<file path="src/core/sgpc_cfg.svh">
// Register offsets, field positions, reset values and timing for the port control block
`ifndef SGPC_CFG_SVH
`define SGPC_CFG_SVH

`define SGPC_OFF_IDVER 8'h00
`define SGPC_OFF_SOFT 8'h04
`define SGPC_OFF_CTRL 8'h10
`define SGPC_OFF_STAT 8'h14
`define SGPC_OFF_ADV 8'h18
`define SGPC_OFF_NPTX 8'h1c
`define SGPC_OFF_LPADV 8'h20
`define SGPC_OFF_LPNP 8'h24
`define SGPC_OFF_IRQ_STAT 8'h40
`define SGPC_OFF_IRQ_CLR 8'h44
`define SGPC_OFF_IRQ_EN 8'h48

`define SGPC_SOFT_ALL_BIT 0
`define SGPC_SOFT_PATH_BIT 1

`define SGPC_CTRL_AN_EN 0
`define SGPC_CTRL_AN_RESTART 1
`define SGPC_CTRL_SHORT_LT 2
`define SGPC_CTRL_NP_READY 3
`define SGPC_CTRL_LOOPBACK 4
`define SGPC_CTRL_MASTER 5
`define SGPC_CTRL_COMMA 6
`define SGPC_CTRL_WIDTH 7
`define SGPC_CTRL_RESET 7'h00

`define SGPC_ABIL_NEXT_PAGE 15
`define SGPC_ABIL_DUPLEX 12
`define SGPC_ABIL_SPEED_HI 11
`define SGPC_ABIL_SPEED_LO 10
`define SGPC_SPEED_GIG 2'h2

// Identity value is arbitrary; version fields are the documented reset values
`define SGPC_IDENT 16'h5a5a
`define SGPC_RTL_VER 5'h00
`define SGPC_MAJOR_VER 3'h1
`define SGPC_CUSTOM 2'h0
`define SGPC_MINOR_VER 6'h02

`define SGPC_K28_5 10'h0fa
`define SGPC_CLK_NS 10
`define SGPC_LT_FIBER_NS 10000000
`define SGPC_LT_SERIAL_NS 1600000
`define SGPC_LT_SHORT_NS 2000

`define SGPC_IRQ_COMPLETE 0
`define SGPC_IRQ_PAGE 1
`define SGPC_IRQ_ERROR 2
`define SGPC_IRQ_WIDTH 3

`endif

</file>
<file path="src/core/sgpc_pkg.sv">
// Types shared by the port control block
package sgpc_pkg;
    typedef enum logic [2:0] {
        SGPC_AN_IDLE,
        SGPC_AN_LINK_WAIT,
        SGPC_AN_ABILITY,
        SGPC_AN_NEXT_PAGE,
        SGPC_AN_NP_DONE,
        SGPC_AN_COMPLETE
    } sgpc_an_state_e;
    typedef logic [15:0] sgpc_page_t;
endpackage : sgpc_pkg

</file>
<file path="src/core/sgpc_link_timer.sv">
// Auto-negotiation link timer with three selectable lengths
module sgpc_link_timer
    import sgpc_pkg::*;
#(
    parameter int FIBER_CYC = 1000000,
    parameter int SERIAL_CYC = 160000,
    parameter int SHORT_CYC = 200
)
(
    // Clock and reset
    input wire logic clock,
    input wire logic rst,
    // Control
    input wire logic start,
    input wire logic short_sel,
    input wire logic serial_mode,
    // Result
    output logic done
);
    localparam int CW = $clog2(FIBER_CYC + 1);

    logic [CW-1:0] count_reg;
    logic running_reg;
    logic [CW-1:0] load_value;

    always_comb
    begin
        if (short_sel)
            load_value = CW'(SHORT_CYC - 1);
        else if (serial_mode)
            load_value = CW'(SERIAL_CYC - 1);
        else
            load_value = CW'(FIBER_CYC - 1);
    end

    always_ff @(posedge clock)
    begin
        if (rst)
        begin
            count_reg <= '0;
            running_reg <= 1'b0;
            done <= 1'b0;
        end
        else
        begin
            done <= 1'b0;
            if (start)
            begin
                count_reg <= load_value;
                running_reg <= 1'b1;
            end
            else if (running_reg)
            begin
                if (count_reg == '0)
                begin
                    running_reg <= 1'b0;
                    done <= 1'b1;
                end
                else
                    count_reg <= count_reg - 1'b1;
            end
        end
    end
endmodule : sgpc_link_timer

</file>
<file path="src/core/sgpc_port_control.sv">
// Register map, resets, line controls and negotiation sequencing of one serial gigabit port
//
// Our own choice: the strobed register port.
`include "sgpc_cfg.svh"

// Operation
// - Writing one to reset bit 0 resets whole module; bit reads zero. Reset lands a cycle later; synchronisers, edge flops and read data are spared.
// - Reset bit 1 holds transmit/receive paths in reset until zero written.
// - Control bit 6 forces K28.5 continuously onto encoded transmit output.
// - Bit 5 master takes speed and duplex from local ability, else partner.
// - Bit 4 loopback clocks transmit and receive paths from transmit clock.
// - Writing bit 3 after loading next page tells negotiation it is ready.
// - Negotiation clears next-page-ready before setting page-received flag.
// - Next-page-ready is ignored while serial-gigabit mode input is high.
// - Registers decode at their fixed offsets; gaps are reserved.
// - Identity register packs identity, RTL, major, custom, minor fields.
// - Each instance owns an identical register set at its own base.
// - Bit 2 selects 2us link timer, else mode input picks 10ms fiber or 1.6ms serial.
// - Writing one then zero to bit 1 restarts negotiation.
// - Writing one to bit 0 enables negotiation.
// - Page-received flag set by negotiation, cleared by writing bit 3.
module sgpc_port_control
    import sgpc_pkg::*;
#(
    parameter logic [3:0] PORT_SEL = 4'h0,
    parameter int LT_FIBER_CYC = (`SGPC_LT_FIBER_NS + `SGPC_CLK_NS - 1) / `SGPC_CLK_NS,
    parameter int LT_SERIAL_CYC = (`SGPC_LT_SERIAL_NS + `SGPC_CLK_NS - 1) / `SGPC_CLK_NS
)
(
    // Clock and reset
    input wire logic clock,
    input wire logic rst,
    // Register port
    input wire logic [11:0] reg_addr,
    input wire logic [31:0] reg_wdata,
    input wire logic reg_wr,
    input wire logic reg_rd,
    output logic [31:0] reg_rdata,
    // Interrupt
    output logic irq,
    // Pins from outside the clock domain
    input wire logic tx_clk_pin,
    input wire logic rx_clk_pin,
    input wire logic serial_mode_pin,
    input wire logic lock_pin,
    input wire logic sig_detect_pin,
    input wire logic rx_page_valid_pin,
    input wire logic [15:0] rx_page_pin,
    // Transmit path
    input wire logic [9:0] tx_code_in,
    output logic [9:0] encoded_tx_output,
    output logic [15:0] tx_config_word,
    // Resolved link
    output logic [1:0] link_speed,
    output logic link_full_duplex,
    output logic link_up
);
    localparam int LT_SHORT_CYC = (`SGPC_LT_SHORT_NS + `SGPC_CLK_NS - 1) / `SGPC_CLK_NS;
    localparam int PIN_W = 22;

    function automatic logic hit(input logic [11:0] addr, input logic [7:0] off);
        hit = (addr[11:8] == PORT_SEL) && (addr[7:0] == off);
    endfunction : hit

    // Two-flop synchronisers on every pin
    logic [PIN_W-1:0] pin_raw;
    logic [PIN_W-1:0] pin_meta_reg;
    logic [PIN_W-1:0] pin_sync_reg;
    assign pin_raw = {rx_page_pin, rx_page_valid_pin, sig_detect_pin, lock_pin,
        serial_mode_pin, rx_clk_pin, tx_clk_pin};

    genvar gi;
    generate
        for (gi = 0; gi < PIN_W; gi++)
        begin : g_sync
            always_ff @(posedge clock)
            begin
                if (rst)
                begin
                    pin_meta_reg[gi] <= 1'b0;
                    pin_sync_reg[gi] <= 1'b0;
                end
                else
                begin
                    pin_meta_reg[gi] <= pin_raw[gi];
                    pin_sync_reg[gi] <= pin_meta_reg[gi];
                end
            end
        end
    endgenerate

    logic tx_clk_s;
    logic rx_clk_s;
    logic serial_mode;
    logic lock_s;
    logic sig_detect_s;
    logic rx_valid_s;
    sgpc_page_t rx_page_s;
    assign tx_clk_s = pin_sync_reg[0];
    assign rx_clk_s = pin_sync_reg[1];
    assign serial_mode = pin_sync_reg[2];
    assign lock_s = pin_sync_reg[3];
    assign sig_detect_s = pin_sync_reg[4];
    assign rx_valid_s = pin_sync_reg[5];
    assign rx_page_s = pin_sync_reg[21:6];

    // Resets: one-cycle core reset pulse (not synchronisers, edge flops or read data) and held path reset
    logic soft_pulse_reg;
    logic core_rst;
    logic path_reset_reg;
    logic path_rst;
    assign core_rst = rst | soft_pulse_reg;
    assign path_rst = core_rst | path_reset_reg;

    logic soft_wr;
    logic ctrl_wr;
    assign soft_wr = reg_wr && hit(reg_addr, `SGPC_OFF_SOFT);
    assign ctrl_wr = reg_wr && hit(reg_addr, `SGPC_OFF_CTRL);

    always_ff @(posedge clock)
    begin
        if (rst)
            soft_pulse_reg <= 1'b0;
        else
            soft_pulse_reg <= soft_wr && reg_wdata[`SGPC_SOFT_ALL_BIT];
    end

    always_ff @(posedge clock)
    begin
        if (core_rst)
            path_reset_reg <= 1'b0;
        else if (soft_wr)
            path_reset_reg <= reg_wdata[`SGPC_SOFT_PATH_BIT];
    end

    // Control register
    logic [`SGPC_CTRL_WIDTH-1:0] ctrl_reg;
    logic np_clear;
    logic np_ready;
    assign np_ready = ctrl_reg[`SGPC_CTRL_NP_READY] && !serial_mode;

    always_ff @(posedge clock)
    begin
        if (core_rst)
            ctrl_reg <= `SGPC_CTRL_RESET;
        else if (ctrl_wr)
            ctrl_reg <= reg_wdata[`SGPC_CTRL_WIDTH-1:0];
        else if (np_clear)
            ctrl_reg[`SGPC_CTRL_NP_READY] <= 1'b0;
    end

    sgpc_page_t adv_reg;
    sgpc_page_t nptx_reg;
    always_ff @(posedge clock)
    begin
        if (core_rst)
        begin
            adv_reg <= '0;
            nptx_reg <= '0;
        end
        else
        begin
            if (reg_wr && hit(reg_addr, `SGPC_OFF_ADV))
                adv_reg <= reg_wdata[15:0];
            if (reg_wr && hit(reg_addr, `SGPC_OFF_NPTX))
                nptx_reg <= reg_wdata[15:0];
        end
    end

    // Link-side edges; loopback runs receive from the transmit clock
    logic tx_clk_d_reg;
    logic rx_clk_d_reg;
    logic tx_edge;
    logic link_edge;
    logic loopback;
    assign loopback = ctrl_reg[`SGPC_CTRL_LOOPBACK];

    always_ff @(posedge clock)
    begin
        if (rst)
        begin
            tx_clk_d_reg <= 1'b0;
            rx_clk_d_reg <= 1'b0;
        end
        else
        begin
            tx_clk_d_reg <= tx_clk_s;
            rx_clk_d_reg <= rx_clk_s;
        end
    end
    assign tx_edge = tx_clk_s && !tx_clk_d_reg;
    assign link_edge = loopback ? tx_edge : (rx_clk_s && !rx_clk_d_reg);

    // Transmit path
    always_ff @(posedge clock)
    begin
        if (path_rst)
            encoded_tx_output <= '0;
        else if (tx_edge)
            encoded_tx_output <= ctrl_reg[`SGPC_CTRL_COMMA] ? `SGPC_K28_5 : tx_code_in;
    end

    // Receive path: pages captured on the link edge
    logic rx_got_reg;
    sgpc_page_t rx_word_reg;
    always_ff @(posedge clock)
    begin
        if (path_rst)
        begin
            rx_got_reg <= 1'b0;
            rx_word_reg <= '0;
        end
        else
        begin
            rx_got_reg <= link_edge && (loopback || rx_valid_s);
            if (link_edge)
                rx_word_reg <= loopback ? tx_config_word : rx_page_s;
        end
    end

    // Negotiation sequencer
    sgpc_an_state_e an_state_reg;
    logic lt_start;
    logic lt_done;
    logic an_hold;
    sgpc_page_t lp_adv_reg;
    sgpc_page_t lp_np_reg;
    logic np_flag_reg;
    logic an_complete;
    logic page_event;
    assign an_hold = !ctrl_reg[`SGPC_CTRL_AN_EN] || ctrl_reg[`SGPC_CTRL_AN_RESTART]
        || path_reset_reg;
    assign lt_start = (an_state_reg == SGPC_AN_IDLE) && !an_hold;
    assign np_clear = (an_state_reg == SGPC_AN_NEXT_PAGE) && np_ready && rx_got_reg;
    assign page_event = an_state_reg == SGPC_AN_NP_DONE;
    assign an_complete = an_state_reg == SGPC_AN_COMPLETE;

    sgpc_link_timer #(
        .FIBER_CYC(LT_FIBER_CYC),
        .SERIAL_CYC(LT_SERIAL_CYC),
        .SHORT_CYC(LT_SHORT_CYC)
    ) u_link_timer (
        .clock(clock),
        .rst(core_rst),
        .start(lt_start),
        .short_sel(ctrl_reg[`SGPC_CTRL_SHORT_LT]),
        .serial_mode(serial_mode),
        .done(lt_done)
    );

    always_ff @(posedge clock)
    begin
        if (core_rst || an_hold)
            an_state_reg <= SGPC_AN_IDLE;
        else
        begin
            case (an_state_reg)
                SGPC_AN_IDLE:
                    an_state_reg <= SGPC_AN_LINK_WAIT;
                SGPC_AN_LINK_WAIT:
                    if (lt_done)
                        an_state_reg <= SGPC_AN_ABILITY;
                SGPC_AN_ABILITY:
                    if (rx_got_reg)
                    begin
                        // Next pages exist only outside serial-gigabit mode
                        if (adv_reg[`SGPC_ABIL_NEXT_PAGE] && !serial_mode)
                            an_state_reg <= SGPC_AN_NEXT_PAGE;
                        else
                            an_state_reg <= SGPC_AN_COMPLETE;
                    end
                SGPC_AN_NEXT_PAGE:
                    if (np_clear)
                        an_state_reg <= SGPC_AN_NP_DONE;
                SGPC_AN_NP_DONE:
                    an_state_reg <= SGPC_AN_COMPLETE;
                SGPC_AN_COMPLETE:
                    an_state_reg <= SGPC_AN_COMPLETE;
                default:
                    an_state_reg <= SGPC_AN_IDLE;
            endcase
        end
    end

    always_ff @(posedge clock)
    begin
        if (core_rst)
        begin
            lp_adv_reg <= '0;
            lp_np_reg <= '0;
        end
        else
        begin
            if (an_state_reg == SGPC_AN_ABILITY && rx_got_reg)
                lp_adv_reg <= rx_word_reg;
            if (np_clear)
                lp_np_reg <= rx_word_reg;
        end
    end

    // Flag set one cycle after the ready bit is cleared; set beats clear
    always_ff @(posedge clock)
    begin
        if (core_rst)
            np_flag_reg <= 1'b0;
        else if (page_event)
            np_flag_reg <= 1'b1;
        else if (ctrl_wr && reg_wdata[`SGPC_CTRL_NP_READY])
            np_flag_reg <= 1'b0;
    end

    always_ff @(posedge clock)
    begin
        if (path_rst)
            tx_config_word <= '0;
        else if (an_state_reg == SGPC_AN_NEXT_PAGE || an_state_reg == SGPC_AN_NP_DONE)
            tx_config_word <= nptx_reg;
        else
            tx_config_word <= adv_reg;
    end

    // Speed and duplex resolution
    sgpc_page_t resolve_src;
    logic an_error;
    assign resolve_src = ctrl_reg[`SGPC_CTRL_MASTER] ? adv_reg : lp_adv_reg;
    assign an_error = an_complete && serial_mode && !resolve_src[`SGPC_ABIL_DUPLEX]
        && resolve_src[`SGPC_ABIL_SPEED_HI:`SGPC_ABIL_SPEED_LO] == `SGPC_SPEED_GIG;

    always_ff @(posedge clock)
    begin
        if (core_rst)
        begin
            link_speed <= '0;
            link_full_duplex <= 1'b0;
            link_up <= 1'b0;
        end
        else
        begin
            link_speed <= resolve_src[`SGPC_ABIL_SPEED_HI:`SGPC_ABIL_SPEED_LO];
            link_full_duplex <= resolve_src[`SGPC_ABIL_DUPLEX];
            link_up <= an_complete && lock_s && !an_error;
        end
    end

    // Interrupt status, enable and clear
    logic [`SGPC_IRQ_WIDTH-1:0] irq_stat_reg;
    logic [`SGPC_IRQ_WIDTH-1:0] irq_en_reg;
    logic [`SGPC_IRQ_WIDTH-1:0] irq_set;
    logic [`SGPC_IRQ_WIDTH-1:0] irq_clr;
    logic complete_d_reg;
    logic error_d_reg;
    assign irq_set = {an_error && !error_d_reg, page_event, an_complete && !complete_d_reg};
    assign irq_clr = (reg_wr && hit(reg_addr, `SGPC_OFF_IRQ_CLR)) ?
        reg_wdata[`SGPC_IRQ_WIDTH-1:0] : '0;

    always_ff @(posedge clock)
    begin
        if (core_rst)
        begin
            irq_stat_reg <= '0;
            irq_en_reg <= '0;
            complete_d_reg <= 1'b0;
            error_d_reg <= 1'b0;
            irq <= 1'b0;
        end
        else
        begin
            complete_d_reg <= an_complete;
            error_d_reg <= an_error;
            // Set wins so an event on the clearing write is kept
            irq_stat_reg <= (irq_stat_reg & ~irq_clr) | irq_set;
            if (reg_wr && hit(reg_addr, `SGPC_OFF_IRQ_EN))
                irq_en_reg <= reg_wdata[`SGPC_IRQ_WIDTH-1:0];
            irq <= |(irq_stat_reg & irq_en_reg);
        end
    end

    // Read path, one cycle latency; unmapped offsets read zero
    logic [31:0] rd_value;
    always_comb
    begin
        rd_value = '0;
        if (reg_addr[11:8] == PORT_SEL)
        begin
            case (reg_addr[7:0])
                `SGPC_OFF_IDVER:
                    rd_value = {`SGPC_IDENT, `SGPC_RTL_VER, `SGPC_MAJOR_VER,
                        `SGPC_CUSTOM, `SGPC_MINOR_VER};
                `SGPC_OFF_SOFT:
                    rd_value = {30'h0, path_reset_reg, 1'b0};
                `SGPC_OFF_CTRL:
                    rd_value = {25'h0, ctrl_reg};
                `SGPC_OFF_STAT:
                    rd_value = {26'h0, sig_detect_s, lock_s, np_flag_reg, an_complete,
                        an_error, link_up};
                `SGPC_OFF_ADV:
                    rd_value = {16'h0, adv_reg};
                `SGPC_OFF_NPTX:
                    rd_value = {16'h0, nptx_reg};
                `SGPC_OFF_LPADV:
                    rd_value = {16'h0, lp_adv_reg};
                `SGPC_OFF_LPNP:
                    rd_value = {16'h0, lp_np_reg};
                `SGPC_OFF_IRQ_STAT:
                    rd_value = {29'h0, irq_stat_reg};
                `SGPC_OFF_IRQ_EN:
                    rd_value = {29'h0, irq_en_reg};
                default:
                    rd_value = '0;
            endcase
        end
    end

    always_ff @(posedge clock)
    begin
        if (rst)
            reg_rdata <= '0;
        else if (reg_rd)
            reg_rdata <= rd_value;
        else
            reg_rdata <= '0;
    end
endmodule : sgpc_port_control

</file>
<file path="config.mk">
export PLATFORM = sky130hd
export DESIGN_NAME = sgpc_port_control
export DESIGN_NICKNAME = d
export VERILOG_FILES = /design/src/core/sgpc_pkg.sv /design/src/core/sgpc_link_timer.sv /design/src/core/sgpc_port_control.sv
export VERILOG_INCLUDE_DIRS = /design/src /design/src/core
export SDC_FILE = /design/constraint.sdc
export NUM_CORES = 1
export LEC_CHECK = 0
export ABC_CLOCK_PERIOD_IN_PS = 3010
export BUFFER_PORTS_ARGS = -buffer_cell sky130_fd_sc_hd__buf_2
export CAP_MARGIN = 5
export CORE_ASPECT_RATIO = 1.75
export CORE_MARGIN = 5
export CORE_UTILIZATION = 56
export DETAILED_ROUTE_END_ITERATION = 6
export PLACE_DENSITY = 0.85
export RECOVER_POWER = 100
export SETUP_SLACK_MARGIN = 0.2
export SYNTH_ARGS = -nofsm -noshare
export SYNTH_HDL_FRONTEND = slang
export SYNTH_SLANG_ARGS = --single-unit
</file>
<file path="constraint.sdc">
create_clock -name clock -period 3.01 [get_ports clock]
set_input_delay 0.1505 -clock clock [delete_from_list [all_inputs] [get_ports clock]]
set_output_delay 0.1505 -clock clock [all_outputs]
set_load 0.01 [all_outputs]
</file>
# Word level (Yosys, flattened, before mapping)
# Cells that the tools add are included.
# word_totals
ff_bits	233
latchBits	0
ram_bits	0
mem_bits_ro	0
input_bits	80
out_inout_bits	63
n_memories	0
# classes
n_addsub	1
mul	0
div	0
order_cmp	0
eq_ne	20
n_shift	0
mux	25
bitwise	9
n_reduce_logical	57
# ops
operator	n
$pmux W31 S10	1
$mux W20	5
$eq A8 B5 Y1 const B	4
$mux W16	2
$logic_and A1 B1 Y1	30
$eq A8 B7 Y1 const B	3
$logic_not A20 Y1	1
$sub A20 B1 Y20 const B	1
$eq A8 B6 Y1 const B	2
$mux W3	5
$pmux W3 S5	1
$mux W13	1
$mux W10	1
$logic_not A1 Y1	9
$mux W1	9
$reduce_or A3 Y1	3
$eq A8 B3 Y1 const B	1
$logic_not A8 Y1	1
$and A3 B3 Y3	2
$eq A3 B2 Y1 const B	2
$eq A3 B3 Y1 const B	2
$ne A2 B2 Y1 const B	3
$reduce_bool A2 Y1	3
$logic_or A1 B1 Y1	5
other kinds (12)	15

# Depth between registers and ports, before layout
# logic_depth
ltp_word	7
depth_mapped	8
depth_no_buf	6

# Hierarchy
# Synthesis repeated with hierarchy kept, for this count alone.
# hier_totals
hier_cells	1011
hier_area_um2	9091.2
# modules_own_cells
module	n_inst	cells_each	area_each_um2	seq_area_each_um2
sgpc_port_control	1	856	7811.2	3923.8
sgpc_link_timer	1	155	1280.0	440.4

# Least setup slack after synthesis
# No wires, ideal clock.
# synth_path
path_kind	register to register
from	register u_link_timer.count_reg[2]
to	register u_link_timer.count_reg[19]
t_arrival_ns	2.076
slack_ns	0.816
path_stages_with_launch	9
n_path_buf	3
cell_sequence	dfxtp_1 or4_4 buf_6 or3_4 buf_6 o21ai_4 buf_6 a22oi_1 o221a_1
# synth_between
elab_chain_cells	4
elab_cells_between_ends	7
cone_classes	add/sub: 1; eq/ne: 1; mux: 3; reduce/logical: 2
# synth_lines
element	line_no	text
start: declaration	sgpc_link_timer.sv:22	logic [CW-1:0] count_reg;
start signal: assignment	sgpc_link_timer.sv:49	count_reg <= load_value;
start signal: assignment	sgpc_link_timer.sv:60	count_reg <= count_reg - 1'b1;
$sub A20 B1 Y20	sgpc_link_timer.sv:60	
$mux W20	sgpc_link_timer.sv:54	if (count_reg == '0)
$mux W20	sgpc_link_timer.sv:52	else if (running_reg)
$mux W20	sgpc_link_timer.sv:47	if (start)
# Parallel ways exist; a longest one is shown, timed or not. The select of a mux whose other input is x is not followed.
# A chain may end at the register's enable or synchronous reset.

# Final worst setup path
# layout_path
from	register u_link_timer.count_reg[2]
to	register u_link_timer.count_reg[18]
# Same word-level chain as after synthesis.

==> results.ini <==
[timing]
rsz0062_at_grt=no
holdWs_ns=-0.00636
fin_setup_tns_ns=0
relSlewSlack_pct=-25.4
fmax_ghz=0.408
worstMarginPinSlew_ns=1.88
drv_slew=44
skew_ns=0.0150
fin_crit_ns=2.45
hold_viol=1
setup_viol=0
min_period_over_period_pct=81.5

[drt]
drt-total-wl_um=23100
drtIter0Drc=822
routedWlPerCell_um=17.5
dr_total_vias=7668
final_antenna_net_count=0
drc=0
via_per_inst=5.83
dr.pass1.iters=6

[layout]
num_antenna_cells=0
final_core_util_pct=67.4
syn_to_final_growth_pct=19.3
drive_gt1_share_pct=10.9
nFillCells=1216
final_nets=1199
largest_reg_flops=22

[power_and_ir_drop]
p_leak_uw=0.00363
power_per_cell_area_mw_per_mm2=556
ir_worst_vdd_uv=518

[synthesis]
syn_area_per_cell_um2=8.81
synth_seq_area_share_pct=50.7
synth-seq-cells=218
ys_warn_count=0
synth_cell_types=70
postSynthCellCount=977
synthesis.area_mm2=0.00861
synthArstFlopShare_pct=0
synth_flop_cell=dfxtp_1
synth-edff-count=0

[clocking]
clock_sinks=218
htreeDepth=1
hold_buffers=48
tritoncts.num_buffers=20
cts_root_buffer=clkbuf_16
clkTransAtPathRegs_ns=0.07
clock_latency_ns=0.49
post_cts_buffers=0
clk_path_buf_depth=3
ctsResizeCount=0
tritoncts=built

[global_routing]
grt_overflow=0
antenna_found_initial=0
grt_util_all_layers_pct=24.7
grt_max_degree=51
grt_pass1_vias=7546
grt_pass1_wl_um=37500

[hold_path]
hp-class=in -> reg
hold_depth=3

[worst_setup_path]
worst_r2r_path_depth=5
required_ns=3.39
critical_path_class=reg -> reg
worst-endpoint-arrival_ns=2.84
start_kind=flop
worstPathMaxFanout=11
critPathCaptureType=flop

[floorplan]
pin_count=143
rows=60
die_y_um=174
initial_core_util_pct=56.5
coreArea_mm2=0.0152
die_area_mm2=0.0181
die_x_um=104

[place]
dpl.hpwl_um=15500
port-buffer-count=118
routabilityCongestion=0.901

[run]
maxCapViolCount=1

[status]
outcome=finished with violations
violations=negative hold slack, max-capacitance violations, max-slew violations

==> area by class of cell <==
type / instances / area [um2] / share of cell area [%]
Sequential cell: 218 / 4360 / 42.5
Multi-Input combinational cell: 677 / 3830 / 37.3
Timing Repair Buffer: 195 / 1180 / 11.5
Clock buffer: 29 / 586 / 5.70
Tap cell: 186 / 233 / 2.26
Clock inverter: 6 / 61.3 / 0.597
Inverter: 5 / 18.8 / 0.183
==> power by group <==
group / switching, uW / leakage [uW] / total [uW] / internal, uW
Clock: 1070 / 0.000322 / 2510 / 1440
Sequential: 20.7 / 0.00177 / 2950 / 2930
Combinational: 135 / 0.00154 / 255 / 120
Total: 1220 / 0.00363 / 5710 / 4490
==> metal layers <==
metal	vias to the layer above	wire length [um]	GRT usage, %
li1	3648	-	-
met1	3540	8370	27.2
met2	389	11800	44.3
met3	91	1800	4.50
met4	0	1110	13.2
met5	-	0	0
==> worst max-delay path, stage by stage, from the launching register on <==
cell	delay, ns
dfxtp_1	0.33
or4_1	0.68
or3_1	0.56
o21ai_4	0.37
a22oi_1	0.15
o221a_1	0.25
==> synthesized netlist by cell type (6+ instances only) <==
cell type | instances | area share [%]
a31oi_1 | 10 | 0.73
clkbuf_1 | 54 | 2.4
a22oi_1 | 30 | 2.6
nor2_1 | 71 | 3.1
a21oi_1 | 108 | 6.3
dfxtp_1 | 218 | 51
o21ai_0 | 6 | 0.35
a221oi_1 | 6 | 0.61
buf_4 | 16 | 1.4
buf_2 | 6 | 0.35
mux2i_1 | 39 | 4.5
nand3_1 | 21 | 1.2
nor3_1 | 25 | 1.5
nand4_1 | 8 | 0.58
nand2_1 | 172 | 7.5
a211oi_1 | 16 | 1.4
and2_1 | 8 | 0.58
nor2b_1 | 53 | 3.9
nor4_1 | 6 | 0.44
==> placed cells by master, fill, tap and decap left out, types with 3 or more instances in the layout <==
| master | netlist | routed |
|---|---|---|
| a211oi_1 | 16 | 16 |
| a21oi_1 | 108 | 108 |
| a221oi_1 | 6 | 6 |
| a222oi_1 | 3 | 3 |
| a22oi_1 | 30 | 30 |
| a31oi_1 | 10 | 10 |
| and2_0 | 0 | 3 |
| and2_1 | 8 | 5 |
| and3_1 | 4 | 4 |
| buf_2 | 6 | 61 |
| buf_4 | 16 | 20 |
| clkbuf_1 | 54 | 70 |
| clkbuf_16 | 0 | 21 |
| clkbuf_8 | 1 | 3 |
| clkinv_2 | 0 | 4 |
| conb_1 | 1 | 8 |
| dfxtp_1 | 218 | 218 |
| dlygate4sd3_1 | 0 | 48 |
| inv_1 | 5 | 5 |
| mux2i_1 | 39 | 39 |
| nand2_1 | 172 | 172 |
| nand2b_1 | 5 | 5 |
| nand3_1 | 21 | 21 |
| nand3b_1 | 5 | 5 |
| nand4_1 | 8 | 8 |
| nor2_1 | 71 | 72 |
| nor2b_1 | 53 | 53 |
| nor3_1 | 25 | 25 |
| nor4_1 | 6 | 6 |
| nor4b_1 | 3 | 3 |
| o2111ai_1 | 4 | 4 |
| o211ai_1 | 2 | 3 |
| o21a_1 | 4 | 4 |
| o21ai_0 | 6 | 6 |
| o31ai_1 | 3 | 3 |
| or3_1 | 5 | 6 |
| or4_1 | 4 | 5 |
| xor2_1 | 4 | 4 |
==> metrics by stage <==
step                      cells  hold slack (ns)  setup slack [ns]  instance area, um2  power, uW
final                      1316         -0.00636             0.557               10300       5710
after global routing       1316           0.0141             0.416               10300       5880
after CTS                  1316        0.0000868             0.765               10400       5740
after detailed placement   1233            0.363             0.778                9270       3220
after global placement     1233            0.358             0.809                9270       3210
after floorplan             984            0.279             0.816                8640       3130
==> final timing paths <==
kind | from | end | slack, ns
setup / recovery | u_link_timer.count_reg[2]$_SDFFE_PP0P_ | u_link_timer.count_reg[18]$_SDFFE_PP0P_ | 0.56
hold / removal | reg_rd | reg_rdata[28]$_SDFF_PP0_ | -0.006
setup reg to reg | u_link_timer.count_reg[2]$_SDFFE_PP0P_ | u_link_timer.count_reg[18]$_SDFFE_PP0P_ | 0.56
hold reg to reg | pin_meta_reg[4]$_SDFF_PP0_ | sig_detect_s$_SDFF_PP0_ | 0.43
==> kinds of logic (layout without fill, tap and decap cells) <==
kind of cell | count (synthesis) | after routing | share of synthesized area (%)
other cells | 1 | 8 | 0.0436
compound gates | 210 | 210 | 15.5
simple gates | 410 | 410 | 23.0
fa+ha+maj | 2 | 2 | 0.291
flops | 218 | 218 | 50.7
buf+inv | 89 | 235 | 5.06
mux | 41 | 41 | 4.80
xor+xnor | 6 | 6 | 0.610
(Power assumes the default switching activity.)
